===== src/shared/msro_pkg.sv =====
package msro_pkg;

    // Clock rate and clock period in nanoseconds.
    localparam int CLK_HZ = 125_000_000;
    localparam int CLK_NS = 8;

    // Rate limits and the rate after default settings, in samples per second.
    localparam logic [7:0] RATE_MIN     = 8'h0A;
    localparam logic [7:0] RATE_MAX     = 8'h9A;
    localparam logic [7:0] RATE_DEFAULT = 8'h14;
    localparam logic [7:0] RATE_ASCII_SLOW_MAX = 8'h1E;
    localparam logic [7:0] RATE_LF_ADVISE      = 8'h3C;

    // Byte times on the serial link, in microseconds, and cycles per byte.
    localparam int BYTE_US_SLOW = 1000;
    localparam int BYTE_US_FAST = 500;
    localparam int BYTE_CYC_SLOW = BYTE_US_SLOW * (CLK_HZ / 1_000_000);
    localparam int BYTE_CYC_FAST = BYTE_US_FAST * (CLK_HZ / 1_000_000);

    // Frame lengths and the terminating carriage return.
    localparam int BIN_BYTES   = 7;
    localparam int ASCII_BYTES = 28;
    localparam logic [7:0] CHAR_CR    = 8'h0D;
    localparam logic [7:0] CHAR_SPACE = 8'h20;
    localparam logic [7:0] CHAR_COMMA = 8'h2C;
    localparam logic [7:0] CHAR_MINUS = 8'h2D;
    localparam logic [7:0] CHAR_PLUS  = 8'h2B;
    localparam logic [7:0] CHAR_ZERO  = 8'h30;

    // Poll, filter and send sequencer states.
    typedef enum logic [1:0] {
        MSRO_IDLE = 2'b00,
        MSRO_POLL = 2'b01,
        MSRO_FILT = 2'b10,
        MSRO_SEND = 2'b11
    } msro_state_type;

    // Command gap in microseconds, per rate.
    function automatic int cmd_gap_us(input logic [7:0] rate);
        if (rate <= 8'h14) begin
            return 20000;
        end else if (rate <= 8'h19) begin
            return 16000;
        end else if (rate <= 8'h1E) begin
            return 14000;
        end else if (rate <= 8'h28) begin
            return 10000;
        end else if (rate <= 8'h32) begin
            return 8000;
        end else if (rate <= 8'h3C) begin
            return 7000;
        end else if (rate <= 8'h64) begin
            return 4000;
        end else if (rate <= 8'h7B) begin
            return 3500;
        end
        return 3000;
    endfunction

endpackage


===== src/shared/msro_stream_if.sv =====
`timescale 1ns/1ps
// Byte stream between the framer and the output buffer.
interface msro_stream_if;
    logic       valid;
    logic       ready;
    logic [7:0] data;
    modport src (output valid, output data, input ready);
    modport dst (input valid, input data, output ready);
endinterface


===== src/core/msro_skid.sv =====
`timescale 1ns/1ps
// Two-entry buffer so a stalled receiver loses no byte.
module msro_skid
    import msro_pkg::*;
#(
    parameter int WIDTH = 8
) (
    input  wire logic       clock,
    input  wire logic       rst,
    msro_stream_if.dst      up,
    output logic            out_valid,
    input  wire logic       out_ready,
    output logic [WIDTH-1:0] out_data
);
    logic [WIDTH-1:0] mem_r [2];
    logic             wp_r;
    logic             rp_r;
    logic [1:0]       cnt_r;
    wire              push = up.valid && up.ready;
    wire              pop  = out_valid && out_ready;

    // Honest full and empty come straight from the count.
    assign up.ready  = (cnt_r != 2'd2);
    assign out_valid = (cnt_r != 2'd0);
    assign out_data  = mem_r[rp_r];

    // Pointer and count update; storage is written only on push.
    always_ff @(posedge clock) begin
        if (rst) begin
            wp_r  <= 1'b0;
            rp_r  <= 1'b0;
            cnt_r <= 2'd0;
        end else begin
            if (push) begin
                mem_r[wp_r] <= up.data;
                wp_r        <= ~wp_r;
            end
            if (pop) begin
                rp_r <= ~rp_r;
            end
            cnt_r <= cnt_r + {1'b0, push} - {1'b0, pop};
        end
    end
endmodule


===== src/core/msro_core.sv =====
`timescale 1ns/1ps
module msro_core
    import msro_pkg::*;
#(
    parameter int CLOCK_HZ = CLK_HZ,
    parameter int SLOW_CYC = BYTE_CYC_SLOW,
    parameter int FAST_CYC = BYTE_CYC_FAST,
    parameter int CMD_SCALE = CLK_HZ / 1_000_000,
    parameter int COMB_LEN = 4
) (
    input  wire logic        clock,
    input  wire logic        rst,
    input  wire logic        rate_cmd_valid,
    input  wire logic [7:0]  rate_cmd_value,
    output logic             rate_cmd_reject,
    input  wire logic        fmt_ascii,
    input  wire logic        baud_fast,
    input  wire logic        defaults_cmd,
    input  wire logic        restore_cmd,
    input  wire logic [7:0]  nv_rate,
    output logic             nv_store,
    output logic [7:0]       nv_store_rate,
    input  wire logic        cmd_byte_valid,
    input  wire logic [7:0]  cmd_byte,
    output logic             cmd_byte_accept,
    output logic [7:0]       cmd_byte_data,
    input  wire logic        store_cmd,
    input  wire logic        zero_on,
    input  wire logic        zero_off,
    output logic [1:0]       adc_sel,
    output logic             adc_start,
    input  wire logic        adc_done,
    input  wire logic [15:0] adc_data,
    output logic             tx_valid,
    input  wire logic        tx_ready,
    output logic [7:0]       tx_data,
    output logic [7:0]       rate_now
);
    localparam int CW = 32;

    msro_stream_if stream ();

    // Legal rate window, shared by host commands and restored settings.
    function automatic logic rate_in_range(input logic [7:0] r);
        return r >= RATE_MIN && r <= RATE_MAX;
    endfunction

    // Sequencer, filter and framing state.
    msro_state_type   state_r;
    logic [7:0]       rate_r;
    logic [CW-1:0]    tick_r;
    logic [CW-1:0]    gap_r;
    logic [CW-1:0]    bytet_r;
    logic [1:0]       axis_r;
    logic signed [15:0] raw_r  [3];
    logic signed [15:0] offs_r [3];
    logic signed [17:0] hist_r [3][COMB_LEN];
    logic signed [17:0] lp_r   [3];
    logic [15:0]      out_r  [3];
    logic [4:0]       idx_r;
    logic             pend_r;
    logic             zero_arm_r;

    // Derived timing and decode. The period is divided out every cycle so that a
    // rate change takes effect at once and no stale period is ever used.
    wire [CW-1:0] period_cyc = CW'(CLOCK_HZ) / CW'(rate_r);
    wire [CW-1:0] gap_cyc    = CW'(cmd_gap_us(rate_r)) * CW'(CMD_SCALE);
    wire [CW-1:0] byte_cyc   = baud_fast ? CW'(FAST_CYC) : CW'(SLOW_CYC);
    wire          rate_ok    = rate_in_range(rate_cmd_value);
    wire          nv_ok      = rate_in_range(nv_rate);
    wire [4:0]    frame_len  = fmt_ascii ? 5'(ASCII_BYTES) : 5'(BIN_BYTES);
    wire          sample_due = tick_r >= period_cyc - 1;
    wire          byte_ok    = bytet_r == '0;

    // Decimal digit of a magnitude for a given power of ten.
    function automatic logic [7:0] dec_char(input logic [15:0] mag, input int p);
        logic [15:0] q;
        q = 16'(mag / 16'(p));
        return CHAR_ZERO + 8'(q % 16'd10);
    endfunction

    // Character of the ASCII frame at a given index: SN d d , d d d SP SP.
    function automatic logic [7:0] ascii_char(input logic [15:0] v, input logic [3:0] k);
        logic [15:0] mag;
        mag = v[15] ? 16'(-v) : v;
        case (k)
            4'd0:    return v[15] ? CHAR_MINUS : CHAR_SPACE;
            4'd1:    return dec_char(mag, 10000);
            4'd2:    return dec_char(mag, 1000);
            4'd3:    return CHAR_COMMA;
            4'd4:    return dec_char(mag, 100);
            4'd5:    return dec_char(mag, 10);
            4'd6:    return dec_char(mag, 1);
            default: return CHAR_SPACE;
        endcase
    endfunction

    // Byte selection for the frame being sent.
    logic [7:0] frame_byte;
    wire  [1:0] bin_axis = 2'(idx_r >> 1);
    wire  [1:0] asc_axis = 2'(idx_r / 5'd9);
    wire  [3:0] asc_pos  = 4'(idx_r % 5'd9);
    always_comb begin
        if (idx_r == frame_len - 5'd1) begin
            frame_byte = CHAR_CR;
        end else if (fmt_ascii) begin
            frame_byte = ascii_char(out_r[asc_axis], asc_pos);
        end else begin
            frame_byte = idx_r[0] ? out_r[bin_axis][7:0] : out_r[bin_axis][15:8];
        end
    end

    assign stream.valid = pend_r && byte_ok;
    assign stream.data  = frame_byte;
    assign rate_now     = rate_r;

    // The converter select follows the axis being polled.
    assign adc_sel      = axis_r;

    // Rate selection: command, defaults and restore from storage.
    // Defaults win over restore, and restore over a host command, in one cycle.
    always_ff @(posedge clock) begin
        if (rst) begin
            rate_r          <= RATE_DEFAULT;
            rate_cmd_reject <= 1'b0;
        end else begin
            rate_cmd_reject <= rate_cmd_valid && !rate_ok;
            if (defaults_cmd) begin
                rate_r <= RATE_DEFAULT;
            end else if (restore_cmd && nv_ok) begin
                rate_r <= nv_rate;
            end else if (rate_cmd_valid && rate_ok) begin
                rate_r <= rate_cmd_value;
            end
        end
    end

    // Store request copies the live rate out to nonvolatile storage.
    always_ff @(posedge clock) begin
        if (rst) begin
            nv_store      <= 1'b0;
            nv_store_rate <= 8'h00;
        end else begin
            nv_store      <= store_cmd;
            nv_store_rate <= rate_r;
        end
    end

    // Command bytes arriving before the rate's minimum gap are dropped.
    always_ff @(posedge clock) begin
        if (rst) begin
            gap_r           <= '0;
            cmd_byte_accept <= 1'b0;
            cmd_byte_data   <= 8'h00;
        end else begin
            cmd_byte_accept <= 1'b0;
            if (gap_r != '0) begin
                gap_r <= gap_r - 1;
            end
            if (cmd_byte_valid && gap_r == '0) begin
                cmd_byte_accept <= 1'b1;
                cmd_byte_data   <= cmd_byte;
                gap_r           <= gap_cyc - 1;
            end
        end
    end

    // Sample period tick; a late frame simply holds off the next sample.
    // So an overlong frame lowers the real rate instead of dropping bytes.
    always_ff @(posedge clock) begin
        if (rst) begin
            tick_r <= '0;
        end else if (sample_due && state_r == MSRO_IDLE) begin
            tick_r <= '0;
        end else if (!sample_due) begin
            tick_r <= tick_r + 1;
        end
    end

    // Zero reading: arm captures the next corrected-free reading as offset.
    always_ff @(posedge clock) begin
        if (rst) begin
            zero_arm_r <= 1'b0;
        end else if (zero_on) begin
            zero_arm_r <= 1'b1;
        end else if (state_r == MSRO_FILT) begin
            zero_arm_r <= 1'b0;
        end
    end

    // Poll, filter and send sequence.
    always_ff @(posedge clock) begin
        if (rst) begin
            state_r   <= MSRO_IDLE;
            axis_r    <= 2'd0;
            adc_start <= 1'b0;
            idx_r     <= 5'd0;
            pend_r    <= 1'b0;
            for (int a = 0; a < 3; a++) begin
                raw_r[a]  <= 16'sh0000;
                offs_r[a] <= 16'sh0000;
                lp_r[a]   <= 18'sh0_0000;
                out_r[a]  <= 16'h0000;
                for (int t = 0; t < COMB_LEN; t++) begin
                    hist_r[a][t] <= 18'sh0_0000;
                end
            end
        end else begin
            adc_start <= 1'b0;
            if (zero_off) begin
                for (int a = 0; a < 3; a++) begin
                    offs_r[a] <= 16'sh0000;
                end
            end
            case (state_r)
                MSRO_IDLE: begin
                    if (sample_due) begin
                        axis_r    <= 2'd0;
                        adc_start <= 1'b1;
                        state_r   <= MSRO_POLL;
                    end
                end
                MSRO_POLL: begin
                    if (adc_done) begin
                        raw_r[axis_r] <= adc_data - offs_r[axis_r];
                        if (axis_r == 2'd2) begin
                            state_r <= MSRO_FILT;
                        end else begin
                            axis_r    <= axis_r + 2'd1;
                            adc_start <= 1'b1;
                        end
                    end
                end
                MSRO_FILT: begin
                    for (int a = 0; a < 3; a++) begin
                        if (zero_arm_r) begin
                            offs_r[a] <= 16'(raw_r[a] + offs_r[a]);
                        end
                        // Comb: moving sum keeps linear phase; low-pass quarters the step.
                        hist_r[a][0] <= 18'(raw_r[a]);
                        for (int t = 1; t < COMB_LEN; t++) begin
                            hist_r[a][t] <= hist_r[a][t-1];
                        end
                        lp_r[a]  <= lp_r[a] + ((18'(raw_r[a]) - hist_r[a][COMB_LEN-1]) >>> 2);
                        // The output lags one sample, so the first frame reads zero.
                        out_r[a] <= 16'(lp_r[a]);
                    end
                    idx_r   <= 5'd0;
                    pend_r  <= 1'b1;
                    state_r <= MSRO_SEND;
                end
                MSRO_SEND: begin
                    // A full buffer only holds the byte; nothing is skipped.
                    if (stream.valid && stream.ready) begin
                        if (idx_r == frame_len - 5'd1) begin
                            pend_r  <= 1'b0;
                            state_r <= MSRO_IDLE;
                        end else begin
                            idx_r <= idx_r + 5'd1;
                        end
                    end
                end
                default: begin
                    state_r <= MSRO_IDLE;
                end
            endcase
        end
    end

    // Byte pacing at the link's byte time.
    always_ff @(posedge clock) begin
        if (rst) begin
            bytet_r <= '0;
        end else if (stream.valid && stream.ready) begin
            bytet_r <= byte_cyc - 1;
        end else if (bytet_r != '0) begin
            bytet_r <= bytet_r - 1;
        end
    end

    // Output buffer absorbs receiver stalls.
    msro_skid #(
        .WIDTH (8)
    ) u_skid (
        .clock     (clock),
        .rst       (rst),
        .up        (stream),
        .out_valid (tx_valid),
        .out_ready (tx_ready),
        .out_data  (tx_data)
    );
endmodule


===== config.mk =====
export PLATFORM = sky130hd
export DESIGN_NAME = msro_core
export DESIGN_NICKNAME = d
export VERILOG_FILES = /design/src/shared/msro_pkg.sv /design/src/shared/msro_stream_if.sv /design/src/core/msro_skid.sv /design/src/core/msro_core.sv
export SDC_FILE = /design/constraint.sdc
export NUM_CORES = 2
export LEC_CHECK = 0
export ABC_AREA = 1
export BUFFER_PORTS_ARGS = -buffer_cell sky130_fd_sc_hd__buf_2
export CAP_MARGIN = 0
export CORE_ASPECT_RATIO = 1.5
export CORE_MARGIN = 1.5
export CORE_UTILIZATION = 40
export CTS_BUF_LIST = sky130_fd_sc_hd__clkbuf_4
export CTS_CLUSTER_DIAMETER = 30
export DETAILED_ROUTE_END_ITERATION = 10
export GPL_TIMING_DRIVEN = 0
export PLACE_DENSITY = 0.59
export SLEW_MARGIN = 10
export SYNTH_ARGS = -nofsm -noshare
export SYNTH_HDL_FRONTEND = slang
export SYNTH_SLANG_ARGS = --single-unit

===== constraint.sdc =====
create_clock -name clock -period 135.7 [get_ports clock]
set_input_delay 13.57 -clock clock [delete_from_list [all_inputs] [get_ports clock]]
set_output_delay 13.57 -clock clock [all_outputs]
set_load 0.05 [all_outputs]

Word-level counts from Yosys, hierarchy flattened
Memory sizes are Yosys's and may differ from the RTL's. A register that Yosys moved wholly into a read port is not among the register bits.
Cells that the tools add are included.
{"block": "word_totals", "reg_bits": 139, "mem_bits_rw": 430, "inputBits": 53, "output_inout_bits": 39, "wordCells": 259, "n_memories": 6}
{"memory": "hist_r", "depth": 3, "word_bits": 72, "rd": 3, "rd_clocked_by_memory_dff": 0, "wr": 3, "line_no": "msro_core.sv:57", "rtl": "logic signed [17:0] hist_r [3][COMB_LEN];"}
{"memory": "lp_r", "depth": 3, "word_bits": 18, "rd": 3, "rd_clocked_by_memory_dff": 0, "wr": 3, "line_no": "msro_core.sv:58", "rtl": "logic signed [17:0] lp_r [3];"}
{"memory": "offs_r", "depth": 3, "word_bits": 16, "rd": 4, "rd_clocked_by_memory_dff": 1, "wr": 3, "line_no": "msro_core.sv:56", "rtl": "logic signed [15:0] offs_r [3];"}
{"memory": "out_r", "depth": 3, "word_bits": 16, "rd": 2, "rd_clocked_by_memory_dff": 1, "wr": 3, "line_no": "msro_core.sv:59", "rtl": "logic [15:0] out_r [3];"}
{"memory": "raw_r", "depth": 3, "word_bits": 16, "rd": 3, "rd_clocked_by_memory_dff": 0, "wr": 3, "line_no": "msro_core.sv:55", "rtl": "logic signed [15:0] raw_r [3];"}
{"memory": "u_skid.mem_r", "depth": 2, "word_bits": 8, "rd": 1, "rd_clocked_by_memory_dff": 1, "wr": 1, "line_no": "msro_skid.sv:15", "rtl": "logic [WIDTH-1:0] mem_r [2];"}
{"block": "classes", "n_addsub": 27, "n_mul": 1, "div": 12, "magnitude_cmp": 13, "eq_ne": 19, "mux": 106, "bitwise": 26, "reduce_logical": 31}
{"cell": "2-to-1 mux 18 bit", "count": 15}
{"cell": "2-to-1 mux 32 bit", "count": 7}
{"cell": "2-to-1 mux 16 bit", "count": 11}
{"cell": "subtractor 32 x 1 -> 32 bit (second input constant)", "count": 4}
{"cell": "modulo 16 x 4 -> 16 bit (second input constant)", "count": 5}
{"cell": "zero test 32 bit", "count": 2}
{"cell": "nonzero test 32 bit", "count": 2}
{"cell": "case mux 8 bit (7 select lines)", "count": 1}
{"cell": "adder 18 x 16 -> 18 bit", "count": 3}
{"cell": "subtractor 16 x 18 -> 18 bit", "count": 3}
{"cell": "adder 16 bit", "count": 3}
{"cell": "adder 6 x 8 -> 8 bit (first input constant)", "count": 5}
{"cell": "2-to-1 mux 8 bit", "count": 5}
{"cell": "2-to-1 mux 1 bit", "count": 38}
{"cell": "adder 32 x 1 -> 32 bit (second input constant)", "count": 1}
{"cell": "divider 27 x 8 -> 32 bit (first input constant)", "count": 1}
{"cell": "greater-or-equal comparator 32 bit", "count": 1}
{"cell": "multiplier 32 x 8 -> 32 bit (second input constant)", "count": 1}
{"cell": "2-to-1 mux 14 bit", "count": 2}
{"cell": "2-to-1 mux 13 bit", "count": 2}
{"cell": "2-to-1 mux 2 bit", "count": 13}
{"cell": "<= comparator 8 x 5 -> 1 bit (second input constant)", "count": 3}
{"cell": "<= comparator 8 x 6 -> 1 bit (second input constant)", "count": 3}
{"cell": "2-to-1 mux 12 bit", "count": 2}
{"cell": "44 further kinds", "count": 102}

Depth between registers and ports, before layout
{"block": "logic_depth", "depth_word": 13, "ltp_mapped": 486, "mapped_depth_nobuf": 448}

Hierarchy
From an unflattened synthesis, not the netlist that was laid out.
{"block": "unflattened", "hier_cells": 8762, "area_unflattened_um2": 61559.0}
{"mod": "msro_core", "instances": 1, "cells_per_inst": 8699, "area_per_inst_um2": 60689.5, "seq_area_each_um2": 14313.7}
{"mod": "msro_skid", "instances": 1, "cells_per_inst": 63, "area_per_inst_um2": 869.6, "seq_area_each_um2": 580.6}

Worst setup path before layout
Ideal clock, no wire load.
{"block": "synth_path", "kind": "reg-to-reg", "start": "register rate_r[0], in the netlist rate_now[0]", "end": "register tick_r[31]", "setup_ps": 115, "arrival_ps": 61777, "required_ps": 135585, "setup_slack_ps": 73808, "path_stages_with_launch": 467, "n_path_buf": 40, "period_less_slack_ps": 61892, "cell_sequence": "dfxtp_1 -> buf_2 -> inv_2 -> clkbuf_1 -> clkbuf_1 -> clkbuf_1 -> buf_1 -> ha_1 -> buf_4 -> nand2_2 -> nor2_4 -> nand2_1 -> inv_1 -> ha_1 -> nand2_1 -> nand2_1 -> nand2_2 -> nor2_2 -> (+431 left out) -> nor3_1 -> nand3_1 -> nand3b_1 -> nor2_1 -> inv_1 -> nor3_1 -> nand3_1 -> nor2_1 -> nand4_1 -> nor2_1 -> nand4_1 -> nor2_1 -> inv_1 -> nor2_1 -> nand3_1 -> nor3_1 -> a21oi_1 -> o21a_1"}
{"block": "synth_via", "elab_chain_len": 5}
{"item": "start: declaration", "line_no": "msro_core.sv:50", "rtl": "logic [7:0] rate_r;"}
{"item": "start signal: assignment", "line_no": "msro_core.sv:131", "rtl": "rate_r <= nv_rate;"}
{"item": "start signal: assignment", "line_no": "msro_core.sv:133", "rtl": "rate_r <= rate_cmd_value;"}
{"item": "divider 27 x 8 -> 32 bit (*)", "line_no": "msro_core.sv:66", "rtl": "wire [CW-1:0] period_cyc = CW'(CLOCK_HZ) / CW'(rate_r);"}
{"item": "subtractor 32 x 1 -> 32 bit (*)", "line_no": "msro_core.sv:72", "rtl": "wire sample_due = tick_r >= period_cyc - 1;"}
{"item": "greater-or-equal comparator 32 bit (*)", "line_no": "msro_core.sv:72"}
{"item": "logical AND 1 bit", "line_no": "msro_core.sv:173", "rtl": "end else if (sample_due && state_r == MSRO_IDLE) begin"}
{"item": "OR reduction 2 bit (no source line)"}
{"item": "end signal: assignment", "line_no": "msro_core.sv:176", "rtl": "tick_r <= tick_r + 1;"}
{"item": "end: declaration", "line_no": "msro_core.sv:51", "rtl": "logic [CW-1:0] tick_r;"}
Every way passes the cells marked *; elsewhere a longest branch is shown, timed or not.
A chain may end at the register's enable or synchronous reset.

Final worst setup path
Ends and elaborated chain as after synthesis.

==> flow_results.org <==
** Outcome
- Run status :: finished clean

** Setup path
- Combined buffer and inverter count along the critical path :: 99
- In this run the worst path has a maximum fanout of 13.
- On the critical path, the stage with the largest delay is an instance of sky130_fd_sc_hd__buf_1.
- Type of the worst setup path :: flip-flop to flip-flop
- Setup slack on the worst reg-to-reg path comes out at 56.62 ns.
- Most frequent CP cell :: sky130_fd_sc_hd__nand2_1
- CP peak stage delay :: 0.87 ns
- Data arrives at the worst endpoint at 80.04 ns.
- Req. time, crit path :: 136.66 ns
- In this design, the largest share of critical-path delay is due to simple AND/OR/NAND/NOR gates.
- Type of element launching the critical path :: flip-flop
- STA classifies the critical path endpoint as a flip-flop.

** Timing
- Time the worst path needs with I/O delays and setup :: 79.08 ns
- Maximum clock skew at final layout :: 0.0686 ns
- Dividing the final minimum period by the clock period gives 0.583.
- The number of pins with negative max-slew slack in the final report is 0.
- The worst pin sits at a relative slew slack of 0.186.
- RSZ-0062 raised after global routing :: false
- Setup violations remaining at the end of the flow were counted as 0.
- Static timing analysis puts the maximum clock frequency at 12.6 MHz.
- For the final routed database, the setup TNS stands at 0 ns.
- Worst Tran Pin Value :: 1.22 ns
- The final hold violation count came to 0.

** Yosys
- Area share of and/or/nand/nor cells after synthesis :: 0.340
- Post-synthesis register bit count :: 544
- Post-Synth Adder-Cell Area :: 0.117
- The cell count after synthesis came out at 8,614.
- The portion of synthesized area spent on multiplexers is 0.00217.
- After synthesis, the largest family of logic cells by area is simple AND/OR/NAND/NOR gates.
- Sequential element share of the synthesized area :: 0.248
- Post-synthesis instance area :: 60,100 sq um
- Of the total synthesized cell area, the portion taken by XOR and XNOR cells is 0.0536.
- Counting distinct cell types in the post-synthesis netlist gives 88.
- Mean instance size in the synthesized netlist :: 6.97 sq um
- Compound-gate portion of the synthesized area :: 0.122
- Async SR Flop Fraction :: 0
- Syn_nets :: 9,190
- Yosys synthesis warning count :: 0
- Yosys mapped a number of flops with a built-in enable equal to 400.
- For this run, the leading register cell type out of synthesis is sky130_fd_sc_hd__edfxtp_1.

** Routing
- DR WL/cell :: 16.3 um
- In the routed layout, each cell is associated on average with a via count of 5.10.
- Total via count in the routed design :: 55,800
- For this run, design rule violations remaining after detail routing come to 0.
- Starting DRT DRC Count :: 2,845
- The pre-antenna-repair detailed-routing pass consisted of 5 iterations.
- The final layout contains routed wiring with a total length of 178 mm.
- Remaining number of nets flagged by the antenna check after routing :: 0

** Clocking
- Level count of the clock H-tree :: 4
- Deepest clock path buffer count :: 3
- The tree is rooted in a sky130_fd_sc_hd__clkbuf_4.
- The number of setup buffers added after CTS is 0.
- Clock-pin slew was measured on the worst setup and hold paths at 0.06 ns.
- Clock tree from TritonCTS :: built
- Post-CTS repair changed the size of 0 cells.
- The tree built by TritonCTS fans out to 544 sinks.
- Buffers inserted during clock tree synthesis total 161.
- At the later pin of the worst-skew pair, clock insertion delay measures 1.11 ns.
- Post-CTS Hold Fix Bufs :: 0

** Global route
- Wire length of the first global-routing pass :: 282 mm
- Global-route usage over all layers :: 0.230
- The number of global-route vias before repair came to 55,500.
- Maximum number of pins on one net before global-route repair :: 64
- For this run the aggregate overflow at the end of global routing stands at 0.
- The number of antenna violations at the first check in global routing is 5.

** Floorplanning
- The region available for standard cell placement spans 150,000 sq um.
- The die covers 153,000 sq um.
- The floorplan has 174 rows.
- IO Pins :: 92
- For this configuration, the core starts out at a cell density of 0.402.
- Measured along the y axis, the die boundary spans 478 um.
- Floorplan die width :: 319 um

** Final layout
- Final net count :: 9,456
- Share of layout cells above drive strength 1 :: 0.134
- Once layout is complete, the cells apart from fillers number 10,900.
- Area delta synth->final :: 8.73%

** Placed design
- Inst Count DP :: 10,700
- GPL Wtd Cong :: 0.969
- Post-DP HPWL :: 147 mm
- # port buffers :: 91

** Flow run
- Across the run, the number of max-cap violations was 0.

** Min path
- Type of the most critical hold path :: flip-flop to flip-flop
## metal layers
metal | vias up | wire length (um) | track usage
met2 | 982 | 95300 | 0.452
met3 | 416 | 5680 | 0.0314
met5 | - | 11 | 0
met1 | 25700 | 67700 | 0.232
met4 | 2 | 9510 | 0.120
li1 | 28700 | - | -
## state kept, by name (all words and copies together), names as in the netlist, 16 cells and up, named ones only
name          flops
bytet_r          32
gap_r            32
hist_r          192
lp_r             48
offs_r           48
out_r            48
raw_r            48
tick_r           32
u_skid.mem_r     16
## cell type report
cell class | instances | area [sq um]
multi-input combinational | 6339 | 38200
tap | 1936 | 2420
buffer | 140 | 993
clock inverter | 53 | 362
clock buffer | 226 | 1700
antenna | 7 | 17.5
sequential | 544 | 14900
fill | 15700 | 84300
inverter | 1591 | 6040
timing repair buffer | 103 | 728
## synth_stat cells (all sizes together) (54+ instances only)
cell type | instances | area (sq um)
nand2 | 1797 | 7770
inv | 1552 | 5880
nor2 | 1320 | 5690
nand3 | 617 | 4090
o21ai | 520 | 2790
ha | 461 | 5770
a21oi | 455 | 2320
edfxtp | 400 | 12000
xor2 | 253 | 2240
nand4 | 192 | 1360
dfxtp | 144 | 2880
xnor2 | 111 | 980
nor3 | 108 | 608
clkbuf | 85 | 359
fa | 62 | 1240
o21bai | 57 | 439
buf | 54 | 622
## per-stage QoR
| step | cell area, sq um | util | setup WS, ns | hold slack [ns] |
|---|---|---|---|---|
| 2_1_floorplan | 60100 | - | 73.81 | 0.422 |
| 3_3_place_gp | 62900 | 0.421 | 57.81 | 0.436 |
| 3_5_place_dp | 63200 | 0.423 | 57.25 | 0.444 |
| 4_1_cts | 65300 | 0.437 | 56.92 | 0.454 |
| 5_1_grt | 65300 | 0.437 | 49.57 | 0.477 |
| 6_report | 65300 | 0.437 | 56.62 | 0.450 |
## cell usage in the layout, fill, tap and decap left out, types with 41 or more instances in the layout
| master | instances |
|---|---|
| sky130_fd_sc_hd__nand2_1 | 1546 |
| sky130_fd_sc_hd__inv_1 | 1453 |
| sky130_fd_sc_hd__nor2_1 | 1168 |
| sky130_fd_sc_hd__nand3_1 | 469 |
| sky130_fd_sc_hd__ha_1 | 461 |
| sky130_fd_sc_hd__a21oi_1 | 450 |
| sky130_fd_sc_hd__o21ai_0 | 437 |
| sky130_fd_sc_hd__edfxtp_1 | 400 |
| sky130_fd_sc_hd__xor2_1 | 251 |
| sky130_fd_sc_hd__clkbuf_4 | 226 |
| sky130_fd_sc_hd__nand4_1 | 177 |
| sky130_fd_sc_hd__nand2_2 | 173 |
| sky130_fd_sc_hd__dfxtp_1 | 144 |
| sky130_fd_sc_hd__nand3_2 | 113 |
| sky130_fd_sc_hd__xnor2_1 | 110 |
| sky130_fd_sc_hd__buf_2 | 98 |
| sky130_fd_sc_hd__nor3_1 | 97 |
| sky130_fd_sc_hd__nor2_2 | 88 |
| sky130_fd_sc_hd__inv_2 | 85 |
| sky130_fd_sc_hd__clkbuf_1 | 81 |
| sky130_fd_sc_hd__nand2_4 | 76 |
| sky130_fd_sc_hd__fa_1 | 62 |
| sky130_fd_sc_hd__nor2_4 | 60 |
| sky130_fd_sc_hd__o21bai_1 | 54 |
| sky130_fd_sc_hd__clkinv_1 | 52 |
| sky130_fd_sc_hd__a31oi_1 | 45 |
| sky130_fd_sc_hd__o21ai_2 | 42 |
| sky130_fd_sc_hd__nand3b_1 | 41 |
## cells by family after synthesis
| kind of cell | count (synthesis) |
|---|---|
| AO/OA/AOI/OAI | 1272 |
| XOR/XNOR | 364 |
| adder cells (fa/ha/maj) | 523 |
| buffers and inverters | 1731 |
| flip-flops | 544 |
| multiplexers | 12 |
| other | 1 |
| AND/OR/NAND/NOR | 4167 |
## path summary, 6_finish.rpt
check / from / endpoint / depth (start not counted)
worst min-delay path: bytet_r[30] / bytet_r[30] / 1
worst max register to register: rate_now[0] / tick_r[31] / 466
worst max-delay path: rate_now[0] / tick_r[31] / 466
worst min register to register: bytet_r[30] / bytet_r[30] / 1
Power is left out: the tool's default activity adds up to more than one toggle a clock period on the data nets, which glitch-free logic cannot reach.
